===== src/dcic_pkg.sv =====
// Package: register map, source bits, timing and bus carriers
package dcic_pkg;
  localparam int unsigned NSRC = 11;
  localparam int unsigned AW = 5;
  localparam int unsigned DW = 16;

  // Register word addresses
  localparam logic [4:0] A_SUB_PEND = 5'h00;
  localparam logic [4:0] A_SUB_EN = 5'h01;
  localparam logic [4:0] A_SUB_CLR = 5'h02;
  localparam logic [4:0] A_SUB_LV0 = 5'h03;
  localparam logic [4:0] A_SUB_LV1 = 5'h04;
  localparam logic [4:0] A_SUB_LV2 = 5'h05;
  localparam logic [4:0] A_MAIN_PEND = 5'h06;
  localparam logic [4:0] A_MAIN_EN = 5'h07;
  localparam logic [4:0] A_MAIN_CLR = 5'h08;
  localparam logic [4:0] A_SUB_RST = 5'h09;
  localparam logic [4:0] A_INT_NUM = 5'h0a;
  localparam logic [4:0] A_EOI = 5'h0b;
  localparam logic [4:0] A_TMR0 = 5'h0c;

  // Source bit positions
  localparam int unsigned B_EXT = 0;
  localparam int unsigned B_MIDI_IN = 3;
  localparam int unsigned B_DMA = 4;
  localparam int unsigned B_BELL = 5;
  localparam int unsigned B_TMR_A = 6;
  localparam int unsigned B_MIDI_OUT = 9;
  localparam int unsigned B_SAMPLE = 10;
  localparam int unsigned B_SHARED_LV = 7;
  localparam logic [10:0] PEND_RSV = 11'h006;
  localparam logic [10:0] BELL_MASK = 11'h020;

  // Timer field layout and interrupt number layout
  localparam int unsigned NTMR = 3;
  localparam int unsigned TCNT_HI = 7;
  localparam int unsigned TCTL_LO = 8;
  localparam int unsigned TCTL_HI = 10;
  localparam logic [7:0] TCNT_MAX = 8'hff;
  localparam int unsigned NUM_LO = 3;
  localparam int unsigned EOI_LO = 1;

  // Reset values
  localparam logic [10:0] RST_EN = 11'h000;
  localparam logic [7:0] RST_LV = 8'h00;
  localparam logic RST_SUB_RUN = 1'b0;

  // Main CPU clock is chip clock divided by this figure
  localparam int unsigned MC_DIV = 4;

  typedef struct packed {
    logic wr;
    logic rd;
    logic [AW-1:0] addr;
    logic [DW-1:0] wdata;
  } dcic_req_t;

  typedef struct packed {
    logic midi_in_empty;
    logic midi_out_empty;
    logic dma_done;
    logic sample_tick;
  } dcic_src_t;
endpackage


===== src/dcic_top.sv =====
// Dual processor interrupt controller with timers and sub CPU reset
// Contract
// RULE_01: Sub pending 11 bits, bits 1-2 reserved
// RULE_02: MIDI in bit set on data, auto-clears empty
// RULE_03: Handler drains MIDI input FIFO to empty
// RULE_04: Doorbell bit writable one-only from both CPUs
// RULE_05: MIDI out bit set empty, clears on write
// RULE_06: Bits: DMA 4, timers 6-8, sample 10
// RULE_07: Per-CPU enable gates each request
// RULE_08: Clear register resets bits written one
// RULE_09: Three level registers form 3-bit level code
// RULE_10: Level bit 7 shared by requests 7-10
// RULE_11: External request level comes from level pins
// RULE_12: Main pending mirrors sources and auto-clear
// RULE_13: Main irq low one main clock on request
// RULE_14: Main CPU gets only pulse, no level
// RULE_15: Sub reset control, main CPU writes only
// RULE_16: Interrupt number register, upper five bits used
// RULE_17: Sub CPU writes end-of-interrupt when done
// RULE_18: Number and EOI registers sub side only
// RULE_19: Timer request at 8-bit counter wrap
// RULE_20: Level outputs show best qualified request
// RULE_21: Main pulse only on enabled set transition
module dcic_top
  import dcic_pkg::*;
(
  // Clock and reset
  input wire logic clk,
  input wire logic srst,
  // Sub CPU register port
  input wire dcic_req_t sub_req,
  output logic [DW-1:0] sub_rdata,
  // Main CPU register port
  input wire dcic_req_t main_req,
  output logic [DW-1:0] main_rdata,
  // Event sources on the chip clock
  input wire dcic_src_t src,
  // Pins
  input wire logic external_irq_in_n,
  input wire logic ext_level_pin0_n,
  input wire logic ext_level_pin1_n,
  input wire logic ext_level_pin2_n,
  // Interrupt outputs and sub CPU reset
  output logic [2:0] sub_irq_level,
  output logic sub_irq_valid,
  output logic main_cpu_irq_n,
  output logic sub_cpu_reset_n
);

  function automatic logic [6:0] presc_mask(input logic [2:0] ctl);
    presc_mask = 7'((8'h01 << ctl) - 8'h01);
  endfunction

  function automatic logic sub_wr(input dcic_req_t r, input logic [4:0] a);
    sub_wr = r.wr && (r.addr == a);
  endfunction

  // Pin synchronisers
  logic [3:0] pin_s1_r;
  logic [3:0] pin_s2_r;
  always_ff @(posedge clk) begin
    pin_s1_r <= {external_irq_in_n, ext_level_pin2_n,
                 ext_level_pin1_n, ext_level_pin0_n};
    pin_s2_r <= pin_s1_r;
  end
  logic ext_req;
  logic [2:0] ext_lvl;
  assign ext_req = ~pin_s2_r[3];
  assign ext_lvl = ~pin_s2_r[2:0];

  // Registers
  logic [10:0] sub_pend_r;
  logic [10:0] sub_pend_nxt;
  logic [10:0] main_pend_r;
  logic [10:0] main_pend_nxt;
  logic [10:0] sub_en_r;
  logic [10:0] main_en_r;
  logic [7:0] lv_r [3];
  logic [7:0] tcnt_r [NTMR];
  logic [2:0] tctl_r [NTMR];
  logic [6:0] samp_cnt_r;
  logic in_empty_r;
  logic out_empty_r;
  logic sub_run_r;
  logic [4:0] num_r;
  logic num_hold_r;

  // Timers step on sample ticks by prescale and raise at wrap
  logic [NTMR-1:0] tinc;
  logic [NTMR-1:0] twrap;
  always_comb begin
    for (int i = 0; i < NTMR; i++) begin
      tinc[i] = src.sample_tick &&
                ((samp_cnt_r & presc_mask(tctl_r[i])) == 7'h00);
      twrap[i] = tinc[i] && (tcnt_r[i] == TCNT_MAX); // [RULE_19]
    end
  end

  always_ff @(posedge clk) begin
    if (srst) begin
      samp_cnt_r <= 7'h00;
    end else if (src.sample_tick) begin
      samp_cnt_r <= samp_cnt_r + 7'h01;
    end
  end

  always_ff @(posedge clk) begin
    if (srst) begin
      for (int i = 0; i < NTMR; i++) begin
        tcnt_r[i] <= 8'h00;
        tctl_r[i] <= 3'h0;
      end
    end else begin
      for (int i = 0; i < NTMR; i++) begin
        if (sub_wr(sub_req, A_TMR0 + 5'(i))) begin
          tcnt_r[i] <= sub_req.wdata[TCNT_HI:0];
          tctl_r[i] <= sub_req.wdata[TCTL_HI:TCTL_LO];
        end else if (sub_wr(main_req, A_TMR0 + 5'(i))) begin
          tcnt_r[i] <= main_req.wdata[TCNT_HI:0];
          tctl_r[i] <= main_req.wdata[TCTL_HI:TCTL_LO];
        end else if (tinc[i]) begin
          tcnt_r[i] <= tcnt_r[i] + 8'h01;
        end
      end
    end
  end

  // Source events and automatic clears
  logic [10:0] ev;
  logic [10:0] auto_clr;
  logic [10:0] bell;
  always_comb begin
    ev = '0;
    auto_clr = '0;
    ev[B_EXT] = ext_req; // [RULE_01]
    ev[B_MIDI_IN] = in_empty_r && !src.midi_in_empty; // [RULE_02]
    auto_clr[B_MIDI_IN] = src.midi_in_empty; // [RULE_02]
    ev[B_DMA] = src.dma_done; // [RULE_06]
    ev[B_TMR_A +: NTMR] = twrap; // [RULE_06]
    ev[B_MIDI_OUT] = !out_empty_r && src.midi_out_empty; // [RULE_05]
    auto_clr[B_MIDI_OUT] = !src.midi_out_empty; // [RULE_05]
    ev[B_SAMPLE] = src.sample_tick; // [RULE_06]
    bell = '0;
  end

  always_ff @(posedge clk) begin
    if (srst) begin
      in_empty_r <= 1'b1;
      out_empty_r <= 1'b1;
    end else begin
      in_empty_r <= src.midi_in_empty;
      out_empty_r <= src.midi_out_empty;
    end
  end

  // Pending next state; events win over clears
  logic [10:0] sub_clr;
  logic [10:0] main_clr;
  logic [10:0] sub_bell;
  logic [10:0] main_bell;
  always_comb begin
    sub_clr = '0;
    main_clr = '0;
    sub_bell = bell;
    main_bell = bell;
    if (sub_wr(sub_req, A_SUB_CLR)) sub_clr = sub_clr | sub_req.wdata[10:0];
    if (sub_wr(main_req, A_SUB_CLR)) sub_clr = sub_clr | main_req.wdata[10:0];
    if (sub_wr(sub_req, A_MAIN_CLR)) main_clr = main_clr | sub_req.wdata[10:0];
    if (sub_wr(main_req, A_MAIN_CLR)) begin
      main_clr = main_clr | main_req.wdata[10:0]; // [RULE_08]
    end
    if (sub_wr(sub_req, A_SUB_PEND)) begin
      sub_bell = sub_bell | (sub_req.wdata[10:0] & BELL_MASK); // [RULE_04]
    end
    if (sub_wr(main_req, A_SUB_PEND)) begin
      sub_bell = sub_bell | (main_req.wdata[10:0] & BELL_MASK); // [RULE_04]
    end
    if (sub_wr(sub_req, A_MAIN_PEND)) begin
      main_bell = main_bell | (sub_req.wdata[10:0] & BELL_MASK); // [RULE_04]
    end
    if (sub_wr(main_req, A_MAIN_PEND)) begin
      main_bell = main_bell | (main_req.wdata[10:0] & BELL_MASK); // [RULE_04]
    end
    sub_pend_nxt = ((sub_pend_r & ~(sub_clr | auto_clr)) | ev | sub_bell)
                   & ~PEND_RSV; // [RULE_01] [RULE_08]
    main_pend_nxt = ((main_pend_r & ~(main_clr | auto_clr)) | ev | main_bell)
                    & ~PEND_RSV; // [RULE_12]
  end

  always_ff @(posedge clk) begin
    if (srst) begin
      sub_pend_r <= '0;
      main_pend_r <= '0;
    end else begin
      sub_pend_r <= sub_pend_nxt;
      main_pend_r <= main_pend_nxt;
    end
  end

  // Enable and level registers; sub port wins a same-cycle write
  always_ff @(posedge clk) begin
    if (srst) begin
      sub_en_r <= RST_EN;
      main_en_r <= RST_EN;
      for (int k = 0; k < 3; k++) lv_r[k] <= RST_LV;
    end else begin
      if (sub_wr(sub_req, A_SUB_EN)) sub_en_r <= sub_req.wdata[10:0];
      else if (sub_wr(main_req, A_SUB_EN)) sub_en_r <= main_req.wdata[10:0];
      if (sub_wr(sub_req, A_MAIN_EN)) main_en_r <= sub_req.wdata[10:0];
      else if (sub_wr(main_req, A_MAIN_EN)) main_en_r <= main_req.wdata[10:0];
      for (int k = 0; k < 3; k++) begin
        if (sub_wr(sub_req, A_SUB_LV0 + 5'(k))) begin
          lv_r[k] <= sub_req.wdata[7:0]; // [RULE_09]
        end else if (sub_wr(main_req, A_SUB_LV0 + 5'(k))) begin
          lv_r[k] <= main_req.wdata[7:0]; // [RULE_09]
        end
      end
    end
  end

  // Sub reset control, main port only
  always_ff @(posedge clk) begin
    if (srst) begin
      sub_run_r <= RST_SUB_RUN;
    end else if (sub_wr(main_req, A_SUB_RST)) begin
      sub_run_r <= main_req.wdata[0]; // [RULE_15]
    end
  end
  assign sub_cpu_reset_n = sub_run_r; // [RULE_15]

  // Level code per source and highest qualified request
  logic [2:0] lvl [NSRC];
  logic [10:0] sub_q;
  logic best_ok;
  logic [2:0] best_lvl;
  logic [4:0] best_idx;
  always_comb begin
    sub_q = sub_pend_r & sub_en_r; // [RULE_07]
    best_ok = 1'b0;
    best_lvl = 3'h0;
    best_idx = 5'h00;
    for (int i = 0; i < NSRC; i++) begin
      if (i == B_EXT) begin
        lvl[i] = ext_lvl; // [RULE_11]
      end else if (i >= B_SHARED_LV) begin
        lvl[i] = {lv_r[2][B_SHARED_LV], lv_r[1][B_SHARED_LV],
                  lv_r[0][B_SHARED_LV]}; // [RULE_10]
      end else begin
        lvl[i] = {lv_r[2][i], lv_r[1][i], lv_r[0][i]}; // [RULE_09]
      end
      if (sub_q[i] && (!best_ok || lvl[i] > best_lvl)) begin
        best_ok = 1'b1; // [RULE_20]
        best_lvl = lvl[i];
        best_idx = 5'(i);
      end
    end
  end

  always_ff @(posedge clk) begin
    if (srst) begin
      sub_irq_valid <= 1'b0;
      sub_irq_level <= 3'h0;
    end else begin
      sub_irq_valid <= best_ok; // [RULE_20]
      sub_irq_level <= best_ok ? best_lvl : 3'h0;
    end
  end

  // Delivered number held until end of interrupt from sub side
  logic eoi_wr;
  assign eoi_wr = sub_wr(sub_req, A_EOI) &&
                  (sub_req.wdata[7:EOI_LO] != 7'h00); // [RULE_18]
  always_ff @(posedge clk) begin
    if (srst) begin
      num_r <= 5'h00;
      num_hold_r <= 1'b0;
    end else if (eoi_wr) begin
      num_hold_r <= 1'b0;
    end else if (best_ok && !num_hold_r) begin
      num_r <= best_idx; // [RULE_16]
      num_hold_r <= 1'b1;
    end
  end

  // Main CPU clock enable and one-period low pulse
  logic [1:0] mc_div_r;
  logic mc_en;
  logic mc_req_r;
  logic mc_new;
  assign mc_en = (mc_div_r == 2'(MC_DIV - 1));
  assign mc_new = |(main_pend_nxt & ~main_pend_r & main_en_r); // [RULE_21]
  always_ff @(posedge clk) begin
    if (srst) begin
      mc_div_r <= 2'h0;
    end else begin
      mc_div_r <= mc_en ? 2'h0 : mc_div_r + 2'h1;
    end
  end

  always_ff @(posedge clk) begin
    if (srst) begin
      mc_req_r <= 1'b0;
      main_cpu_irq_n <= 1'b1;
    end else begin
      if (mc_new) mc_req_r <= 1'b1;
      else if (mc_en && main_cpu_irq_n) mc_req_r <= 1'b0;
      if (mc_en) begin
        main_cpu_irq_n <= !(mc_req_r && main_cpu_irq_n); // [RULE_13] [RULE_14]
      end
    end
  end

  // Read data one cycle after the strobe
  function automatic logic [DW-1:0] rd_mux(input logic [4:0] a,
                                            input logic from_sub);
    rd_mux = '0;
    case (a)
      A_SUB_PEND: rd_mux = DW'(sub_pend_r);
      A_SUB_EN: rd_mux = DW'(sub_en_r);
      A_SUB_LV0: rd_mux = DW'({lv_r[0][7:1], ext_lvl[0]});
      A_SUB_LV1: rd_mux = DW'({lv_r[1][7:1], ext_lvl[1]});
      A_SUB_LV2: rd_mux = DW'({lv_r[2][7:1], ext_lvl[2]});
      A_MAIN_PEND: rd_mux = DW'(main_pend_r);
      A_MAIN_EN: rd_mux = DW'(main_en_r);
      A_SUB_RST: rd_mux = DW'(sub_run_r);
      A_INT_NUM: rd_mux = from_sub ? DW'({num_r, 3'h0}) : '0; // [RULE_18]
      default: begin
        for (int i = 0; i < NTMR; i++) begin
          if (a == A_TMR0 + 5'(i)) rd_mux = DW'({tctl_r[i], tcnt_r[i]});
        end
      end
    endcase
  endfunction

  always_ff @(posedge clk) begin
    if (srst) begin
      sub_rdata <= '0;
      main_rdata <= '0;
    end else begin
      sub_rdata <= sub_req.rd ? rd_mux(sub_req.addr, 1'b1) : '0;
      main_rdata <= main_req.rd ? rd_mux(main_req.addr, 1'b0) : '0;
    end
  end

  // Checks
  property p_rsv;
    @(posedge clk) disable iff (srst)
      (sub_pend_r[2:1] == 2'b00) && (main_pend_r[2:1] == 2'b00);
  endproperty
  a_rsv: assert property (p_rsv) // [RULE_01]
    else $error("reserved pending bits set");

  property p_bell;
    @(posedge clk) disable iff (srst)
      (sub_req.wr && sub_req.addr == A_MAIN_PEND && sub_req.wdata[B_BELL])
      |=> main_pend_r[B_BELL];
  endproperty
  a_bell: assert property (p_bell) // [RULE_04]
    else $error("doorbell not set in main pending");

  property p_clr;
    @(posedge clk) disable iff (srst)
      (sub_req.wr && sub_req.addr == A_SUB_CLR && sub_req.wdata[B_DMA]
       && !src.dma_done) |=> !sub_pend_r[B_DMA];
  endproperty
  a_clr: assert property (p_clr) // [RULE_08]
    else $error("clear did not reset pending bit");

  property p_min;
    @(posedge clk) disable iff (srst)
      src.midi_in_empty |=> !sub_pend_r[B_MIDI_IN] && !main_pend_r[B_MIDI_IN];
  endproperty
  a_min: assert property (p_min) // [RULE_02]
    else $error("midi input request not withdrawn");

  property p_mout;
    @(posedge clk) disable iff (srst)
      $rose(src.midi_out_empty) |=> sub_pend_r[B_MIDI_OUT] ##1
      (src.midi_out_empty || !sub_pend_r[B_MIDI_OUT]);
  endproperty
  a_mout: assert property (p_mout) // [RULE_05]
    else $error("midi output request wrong");

  property p_tick;
    @(posedge clk) disable iff (srst)
      src.sample_tick |=> sub_pend_r[B_SAMPLE] && main_pend_r[B_SAMPLE];
  endproperty
  a_tick: assert property (p_tick) // [RULE_06]
    else $error("sample request missing");

  property p_pulse;
    @(posedge clk) disable iff (srst)
      $fell(main_cpu_irq_n) |-> !main_cpu_irq_n [*4] ##1 main_cpu_irq_n;
  endproperty
  a_pulse: assert property (p_pulse) // [RULE_13]
    else $error("main irq pulse not one main clock");

  property p_valid;
    @(posedge clk) disable iff (srst)
      ##1 (sub_irq_valid == $past(|(sub_pend_r & sub_en_r)));
  endproperty
  a_valid: assert property (p_valid) // [RULE_20]
    else $error("sub irq valid mismatch");

  property p_rst;
    @(posedge clk) disable iff (srst)
      (sub_req.wr && sub_req.addr == A_SUB_RST &&
       !(main_req.wr && main_req.addr == A_SUB_RST))
      |=> $stable(sub_cpu_reset_n);
  endproperty
  a_rst: assert property (p_rst) // [RULE_15]
    else $error("sub port changed reset control");

  property p_wrap;
    @(posedge clk) disable iff (srst)
      twrap[0] |=> sub_pend_r[B_TMR_A] ##1 1'b1;
  endproperty
  a_wrap: assert property (p_wrap) // [RULE_19]
    else $error("timer wrap request missing");

endmodule


===== config.mk =====
export PLATFORM = sky130hd
export DESIGN_NAME = dcic_top
export DESIGN_NICKNAME = d
export VERILOG_FILES = /design/src/dcic_pkg.sv /design/src/dcic_top.sv
export SDC_FILE = /design/constraint.sdc
export NUM_CORES = 1
export LEC_CHECK = 0
export BUFFER_PORTS_ARGS = -buffer_cell sky130_fd_sc_hd__buf_4
export CAP_MARGIN = 0
export CORE_ASPECT_RATIO = 1.4
export CORE_UTILIZATION = 50
export CTS_BUF_LIST = sky130_fd_sc_hd__clkbuf_16
export DETAILED_ROUTE_END_ITERATION = 10
export PLACE_DENSITY = 0.68
export SLEW_MARGIN = 20
export SYNTH_ARGS = -nofsm -noshare
export SYNTH_HDL_FRONTEND = slang
export SYNTH_SLANG_ARGS = --single-unit

===== constraint.sdc =====
create_clock -name clk -period 11.6 [get_ports clk]
set_input_delay 0.58 -clock clk [delete_from_list [all_inputs] [get_ports clk]]
set_output_delay 0.58 -clock clk [all_outputs]
set_load 0.05 [all_outputs]

==> results.yml, run 1 <==
run_status:
  status: "completed"
clock_network:
  cts_tree: "built"
  htree_levels: 4
  clock-sinks: 147
  clockBufferDepth: 2
  clk_pin_slew_ns: 0.06
  clockRootBuffer: "clkbuf_16"
  cts_buffers: 17
  postCtsHoldBufs: 0
  clk_latency_ns: 0.44
pwr:
  switching_share_pct: 28.55
  pwr_density_cell_mw_per_mm2: 129.2
  total_leakage_power_nw: 4.146
  irDropWorstVdd_uv: 88.47
  clockPowerShare_pct: 43.6
  combPwrFrac_pct: 12.6
  cell_internal_pwr_mw: 1.016
  p_seq_share_pct: 43.7
  p_switching_mw: 0.4061
  p_total_mw: 1.422
detailed_routing:
  dr.pass1.iters: 9
  drt_iter0_drc: 1381
  detail_route.wl_per_cell_um: 24.23
  ant_nets: 0
  via_count: 9364
  post-route-drc-count: 0
  wl_mm: 33.43
  vias_per_cell: 6.786
timing:
  finalMaxSlewViolations: 0
  timing.final.crit_period_ns: 10.79
  hold_violations: 0
  finClkSkew_ns: 0.005396
  rsz0062_at_grt: "false"
  tightestPinTransition_ns: 1.081
  worst_slack_ns: 0.8130
  finalSetupTns_ns: 0
  fin_hold_ws_ns: 0.2415
  finalSetupViolCount: 0
  period_share_pct: 92.99
  fmaxAchievable_mhz: 92.70
  max_slew_margin_pct: 27.34
global_routing:
  antenna_found_initial: 0
  grt_usage_pct: 34.00
  grt_pass1_wl_mm: 51.44
  grt_start_max_net_pins: 62
  grt-ovfl-total: 0
  grt_pass1_vias: 8969
placed_design:
  placed_area_mm2: 0.01027
  portBuffers: 73
  hpwl_mm: 23.62
  place_ws_ns: 0.1274
  dp_cells: 1341
  gp_congestion: 0.9703
cells_and_area:
  final_common_cell: "nand2_1"
  final_core_util_pct: 57.51
  design_area_mm2: 0.01101
  instances_no_fill: 1380
  drive_above_1_share_pct: 17.58
  insertedDiodeCount: 0
  fillers: 1794
  multi_input_area_mm2: 0.005754
  layout_common_cells: "nand2_1 (107), nor2_1 (99), buf_4 (94), dfxtp_1 (92), a22oi_1 (68)"
  seq_area_mm2: 0.003485
  fin_nets: 1207
  area_growth_pct: 13.29
floorplanning:
  coreArea_mm2: 0.01914
  io_pins: 94
  die_w_um: 119.8
  die_height_um: 167.0
  num_rows: 60
  die-area_mm2: 0.02001
  initial_core_util_pct: 50.76
logic_synthesis:
  yosysUniqueCellTypes: 86
  postSynthAreaPerCell_um2: 8.924
  async_flop_share_pct: 0
  synth_top_cell_by_area: "dfxtp_1"
  synth_edf_count: 54
  syn_area_mm2: 0.009718
  synthFlopType: "dfxtp_1"
  ys_seq_area_share_pct: 35.84
  synth_seq_cells: 147
  ys_warn_count: 0
  ys_top_cells_by_area: "dfxtp_1 (19%), edfxtp_1 (17%), mux2i_1 (5.5%)"
  synth_top_cell_area_share_pct: 19.16
  syn-instance-count: 1089
hold_path:
  hold_class: "in2reg"
critical_path:
  ff2ff_setup_slack_ns: 0.81
  worstPathMaxFanout: 9
  worstPathRequired_ns: 11.98
  path_class: "reg2reg"
  start_kind: "flop"
  critPathBufInv: 2
  critPathSlowestCell: "mux2_2"
  max_stage_delay_ns: 0.40
  arrival_ns: 11.16
  cp-end-kind: "flop"
  cpMostUsedCell: "ha_1"
  cp_top_family: "compound AO/OA/AOI/OAI gates"
job:
  drv_cap: 0
## metal layers
| layer | wire length [um] | part of all wire [%] | GRT usage [%] | vias up |
|---|---|---|---|---|
| li1 | - | - | - | 4212 |
| met5 | 0 | 0 | 0 | - |
| met4 | 2522 | 7.5 | 23.32 | 0 |
| met1 | 12560 | 38 | 40.52 | 4386 |
| met3 | 3053 | 9.1 | 7.808 | 171 |
| met2 | 15300 | 46 | 54.01 | 595 |
## power by group through the flow
| stage | clock, mW | combinational (mW) | sequential, mW |
|---|---|---|---|
| after global routing | 0.647 | 0.195 | 0.623 |
| after detailed placement | 0 | 0.174 | 0.628 |
| final | 0.621 | 0.180 | 0.622 |
| after global placement | 0 | 0.170 | 0.628 |
| after CTS | 0.624 | 0.175 | 0.617 |
| after floorplan | 0 | 0.130 | 0.606 |
## cells in the mapped netlist, drive strengths merged (24+ instances only)
| library cell | count |
|---|---|
| nand2 | 109 |
| nand3 | 57 |
| clkbuf | 50 |
| edfxtp | 54 |
| inv | 27 |
| buf | 42 |
| a211oi | 30 |
| o21ai | 31 |
| mux2i | 53 |
| a31oi | 24 |
| nor2 | 104 |
| a22oi | 68 |
| dfxtp | 93 |
| ha | 32 |
| a21oi | 37 |
## kinds of logic (layout without fill, tap and decap cells)
| logic type | count (synthesis) | in the layout | share of synthesized area (%) |
|---|---|---|---|
| AOI/OAI and AO/OA | 321 | 321 | 25.71 |
| xor gates and xnor gates | 23 | 23 | 2.073 |
| adders and majority gates | 32 | 32 | 4.120 |
| buffers and inverters | 119 | 153 | 5.755 |
| DFF | 147 | 147 | 35.84 |
| muxes | 63 | 63 | 6.618 |
| other | 1 | 10 | 0.03859 |
| and+or+nand+nor | 383 | 383 | 19.84 |
## worst paths after layout
path                                  from  cells past startpoint                    end
setup / recovery  sub_pend_r[0]$_SDFF_PP0_                     50  num_r[2]$_SDFFE_PP0P_
hold / removal            ext_level_pin2_n                      1    pin_s1_r[2]$_DFF_P_
hold reg to reg        pin_s1_r[2]$_DFF_P_                      0    pin_s2_r[2]$_DFF_P_
setup reg to reg  sub_pend_r[0]$_SDFF_PP0_                     50  num_r[2]$_SDFFE_PP0P_
## final cells by class
| class | instances | share of cell area (%) |
|---|---|---|
| clock inverter | 15 | 2.068 |
| multi-input combinational | 832 | 52.27 |
| tap | 248 | 2.819 |
| sequential | 147 | 31.65 |
| clock buffer | 17 | 3.864 |
| timing repair buffer | 94 | 6.410 |
| inverter | 27 | 0.9206 |
## sequential cells by signal (all words and copies together), names as in the netlist, 2 cells and up
signal	count
pin_s1_r	4
sub_irq_level	3
sub_en_r	11
tctl_r	9
sub_rdata	11
num_r	4
main_rdata	11
pin_s2_r	4
mc_div_r	2
tcnt_r	24
main_en_r	11
main_pend_r	9
sub_pend_r	9
samp_cnt_r	7
lv_r	21
## timing repair
item / in CTS / in global routing
setup endpoints to repair: 0 / 7
gates resized for setup: 0 / 11
setup buffers: 0 / 7
No activity file was read; power rests on OpenSTA's default activity.
==> inputs of run 2 (changes only) <==
Settings changed: RECOVER_POWER from default to 50, SETUP_SLACK_MARGIN from default to 0.5.
==> results.yml, run 2 (synthesized netlist as in run 1, its figures left out) <==
global_routing:
  grt-ovfl-total: 0
  grt_pass1_wl_mm: 51.48
  grt_start_max_net_pins: 62
  grt_usage_pct: 34.03
  antenna_found_initial: 0
  grt_pass1_vias: 8978
critical_path:
  critPathSlowestCell: "mux2_2"
  cpMostUsedCell: "ha_1"
  cp-end-kind: "flop"
  path_class: "reg2reg"
  worstPathRequired_ns: 11.78
  worstPathMaxFanout: 9
  start_kind: "flop"
  ff2ff_setup_slack_ns: 0.98
  reg2reg_depth: 52
  arrival_ns: 10.80
  critPathBufInv: 3
  timing.rr.start: "sub_pend_r[0]$_SDFF_PP0_"
  r2r-end: "num_r[3]$_SDFFE_PP0P_"
  max_stage_delay_ns: 0.42
  cp_top_family: "compound AO/OA/AOI/OAI gates"
hold_path:
  hold_depth: 1
  min_to: "pin_s1_r[2]$_DFF_P_"
  hold_class: "in2reg"
  hold_start: "ext_level_pin2_n"
floorplanning:
  die_height_um: 167.0
  num_rows: 60
  die_w_um: 119.8
  die-area_mm2: 0.02001
  io_pins: 94
  initial_core_util_pct: 50.76
  coreArea_mm2: 0.01914
cells_and_area:
  layout_common_cells: "nand2_1 (106), nor2_1 (99), dfxtp_1 (92), a22oi_1 (68), buf_4 (65)"
  largest_register: "tcnt_r"
  insertedDiodeCount: 0
  instances_no_fill: 1384
  fin_nets: 1211
  largest_reg_flops: 24
  largest_registers: "tcnt_r x24, lv_r x21"
  fillers: 1806
  area_growth_pct: 12.89
  drive_above_1_share_pct: 15.85
  final_common_cell: "nand2_1"
detailed_routing:
  drt_iter0_drc: 1237
  via_count: 9431
  dr.pass1.iters: 10
  vias_per_cell: 6.814
  wl_mm: 33.71
  ant_nets: 0
  post-route-drc-count: 0
  detail_route.wl_per_cell_um: 24.36
timing:
  finalSetupTns_ns: 0
  tightestPinTransition_ns: 3.139
  finalMaxSlewViolations: 62
  fmaxAchievable_mhz: 94.16
  worst_slack_ns: 0.9800
  finalSetupViolCount: 0
  max_slew_margin_pct: -109.2
  hold_violations: 0
  timing.final.crit_period_ns: 10.62
  finClkSkew_ns: 0.006246
  rsz0062_at_grt: "false"
  fin_hold_ws_ns: 0.2590
  period_share_pct: 91.55
placed_design:
  place_ws_ns: 0.1274
  gp_congestion: 0.9703
  portBuffers: 73
  hpwl_mm: 23.62
  dp_cells: 1341
clock_network:
  clk_pin_slew_ns: 0.07
  cts_tree: "built"
  cts_buffers: 17
  htree_levels: 4
  clockBufferDepth: 2
  clk_latency_ns: 0.44
  clockRootBuffer: "clkbuf_16"
  clock-sinks: 147
pwr:
  total_leakage_power_nw: 4.041
  irDropWorstVdd_uv: 89.48
  p_total_mw: 1.426
  pwr_density_cell_mw_per_mm2: 130.0
run_status:
  status: "finished, violations left"
  failed_checks: "max-capacitance violations, max-slew violations"
job:
  drv_cap: 1
[run 2: worst reg2reg max path: cells and delay by family, from the launching register on]
| family | cells | cell delay (ns) |
|---|---|---|
| buffers and inverters | 3 | 0.44 |
| AOI/OAI and AO/OA | 23 | 4.07 |
| DFF | 1 | 0.39 |
| and+or+nand+nor | 14 | 2.01 |
| muxes | 4 | 0.99 |
| adders and majority gates | 8 | 2.43 |
[run 2: metal layers]
metal / track usage [%] / part of all wire (%) / up-vias
met2: 53.98 / 46 / 632
met4: 23.42 / 7.6 / 0
met1: 40.52 / 37 / 4399
li1: - / - / 4218
met3: 7.877 / 9.0 / 182
met5: 0 / 0 / -
[run 2: per-stage QoR]
stage	instance area, um2	util, %
detailed placement	10270	53.63
global placement	10260	53.58
CTS	10940	57.12
global route	10970	57.31
floorplan	9752	-
finish	10970	57.31
[run 2: cell type report]
class | instances | area (um2) | area share [%]
inverters | 27 | 101.3 | 0.9238
multi-input cells | 832 | 5794 | 52.82
clock buffers | 17 | 425.4 | 3.878
clock inverters | 15 | 227.7 | 2.076
flip-flops and latches | 147 | 3485 | 31.76
well taps | 248 | 310.3 | 2.828
repair buffers | 98 | 626.9 | 5.714
[run 2: repair_timing]
| action | CTS | global route |
|---|---|---|
| hold buffers | 0 | 0 |
| gates resized for setup | 3 | 19 |
| endpoints found under the setup margin | 7 | 7 |
| pin swaps | 1 | 10 |
| setup buffers | 1 | 10 |
[run 2: worst max path at each step]
stage,from,to,slack [ns],depth (start not counted)
finish,sub_pend_r[0]$_SDFF_PP0_,num_r[3]$_SDFFE_PP0P_,0.98,52
global route,sub_pend_r[0]$_SDFF_PP0_,num_r[3]$_SDFFE_PP0P_,0.34,52
CTS,sub_pend_r[0]$_SDFF_PP0_,num_r[2]$_SDFFE_PP0P_,0.53,50
detailed placement,sub_pend_r[0]$_SDFF_PP0_,sub_irq_level[0]$_SDFF_PP0_,0.13,50
global placement,sub_pend_r[0]$_SDFF_PP0_,sub_irq_level[0]$_SDFF_PP0_,0.36,50
floorplan,sub_pend_r[0]$_SDFF_PP0_,sub_irq_level[0]$_SDFF_PP0_,1.26,49
[run 2: power by group]
group	internal, mW	switching [mW]	leakage [nW]
Combinational	0.0642	0.116	2.42
Sequential	0.568	0.0542	1.30
Clock	0.384	0.239	0.317
Total	1.02	0.409	4.04
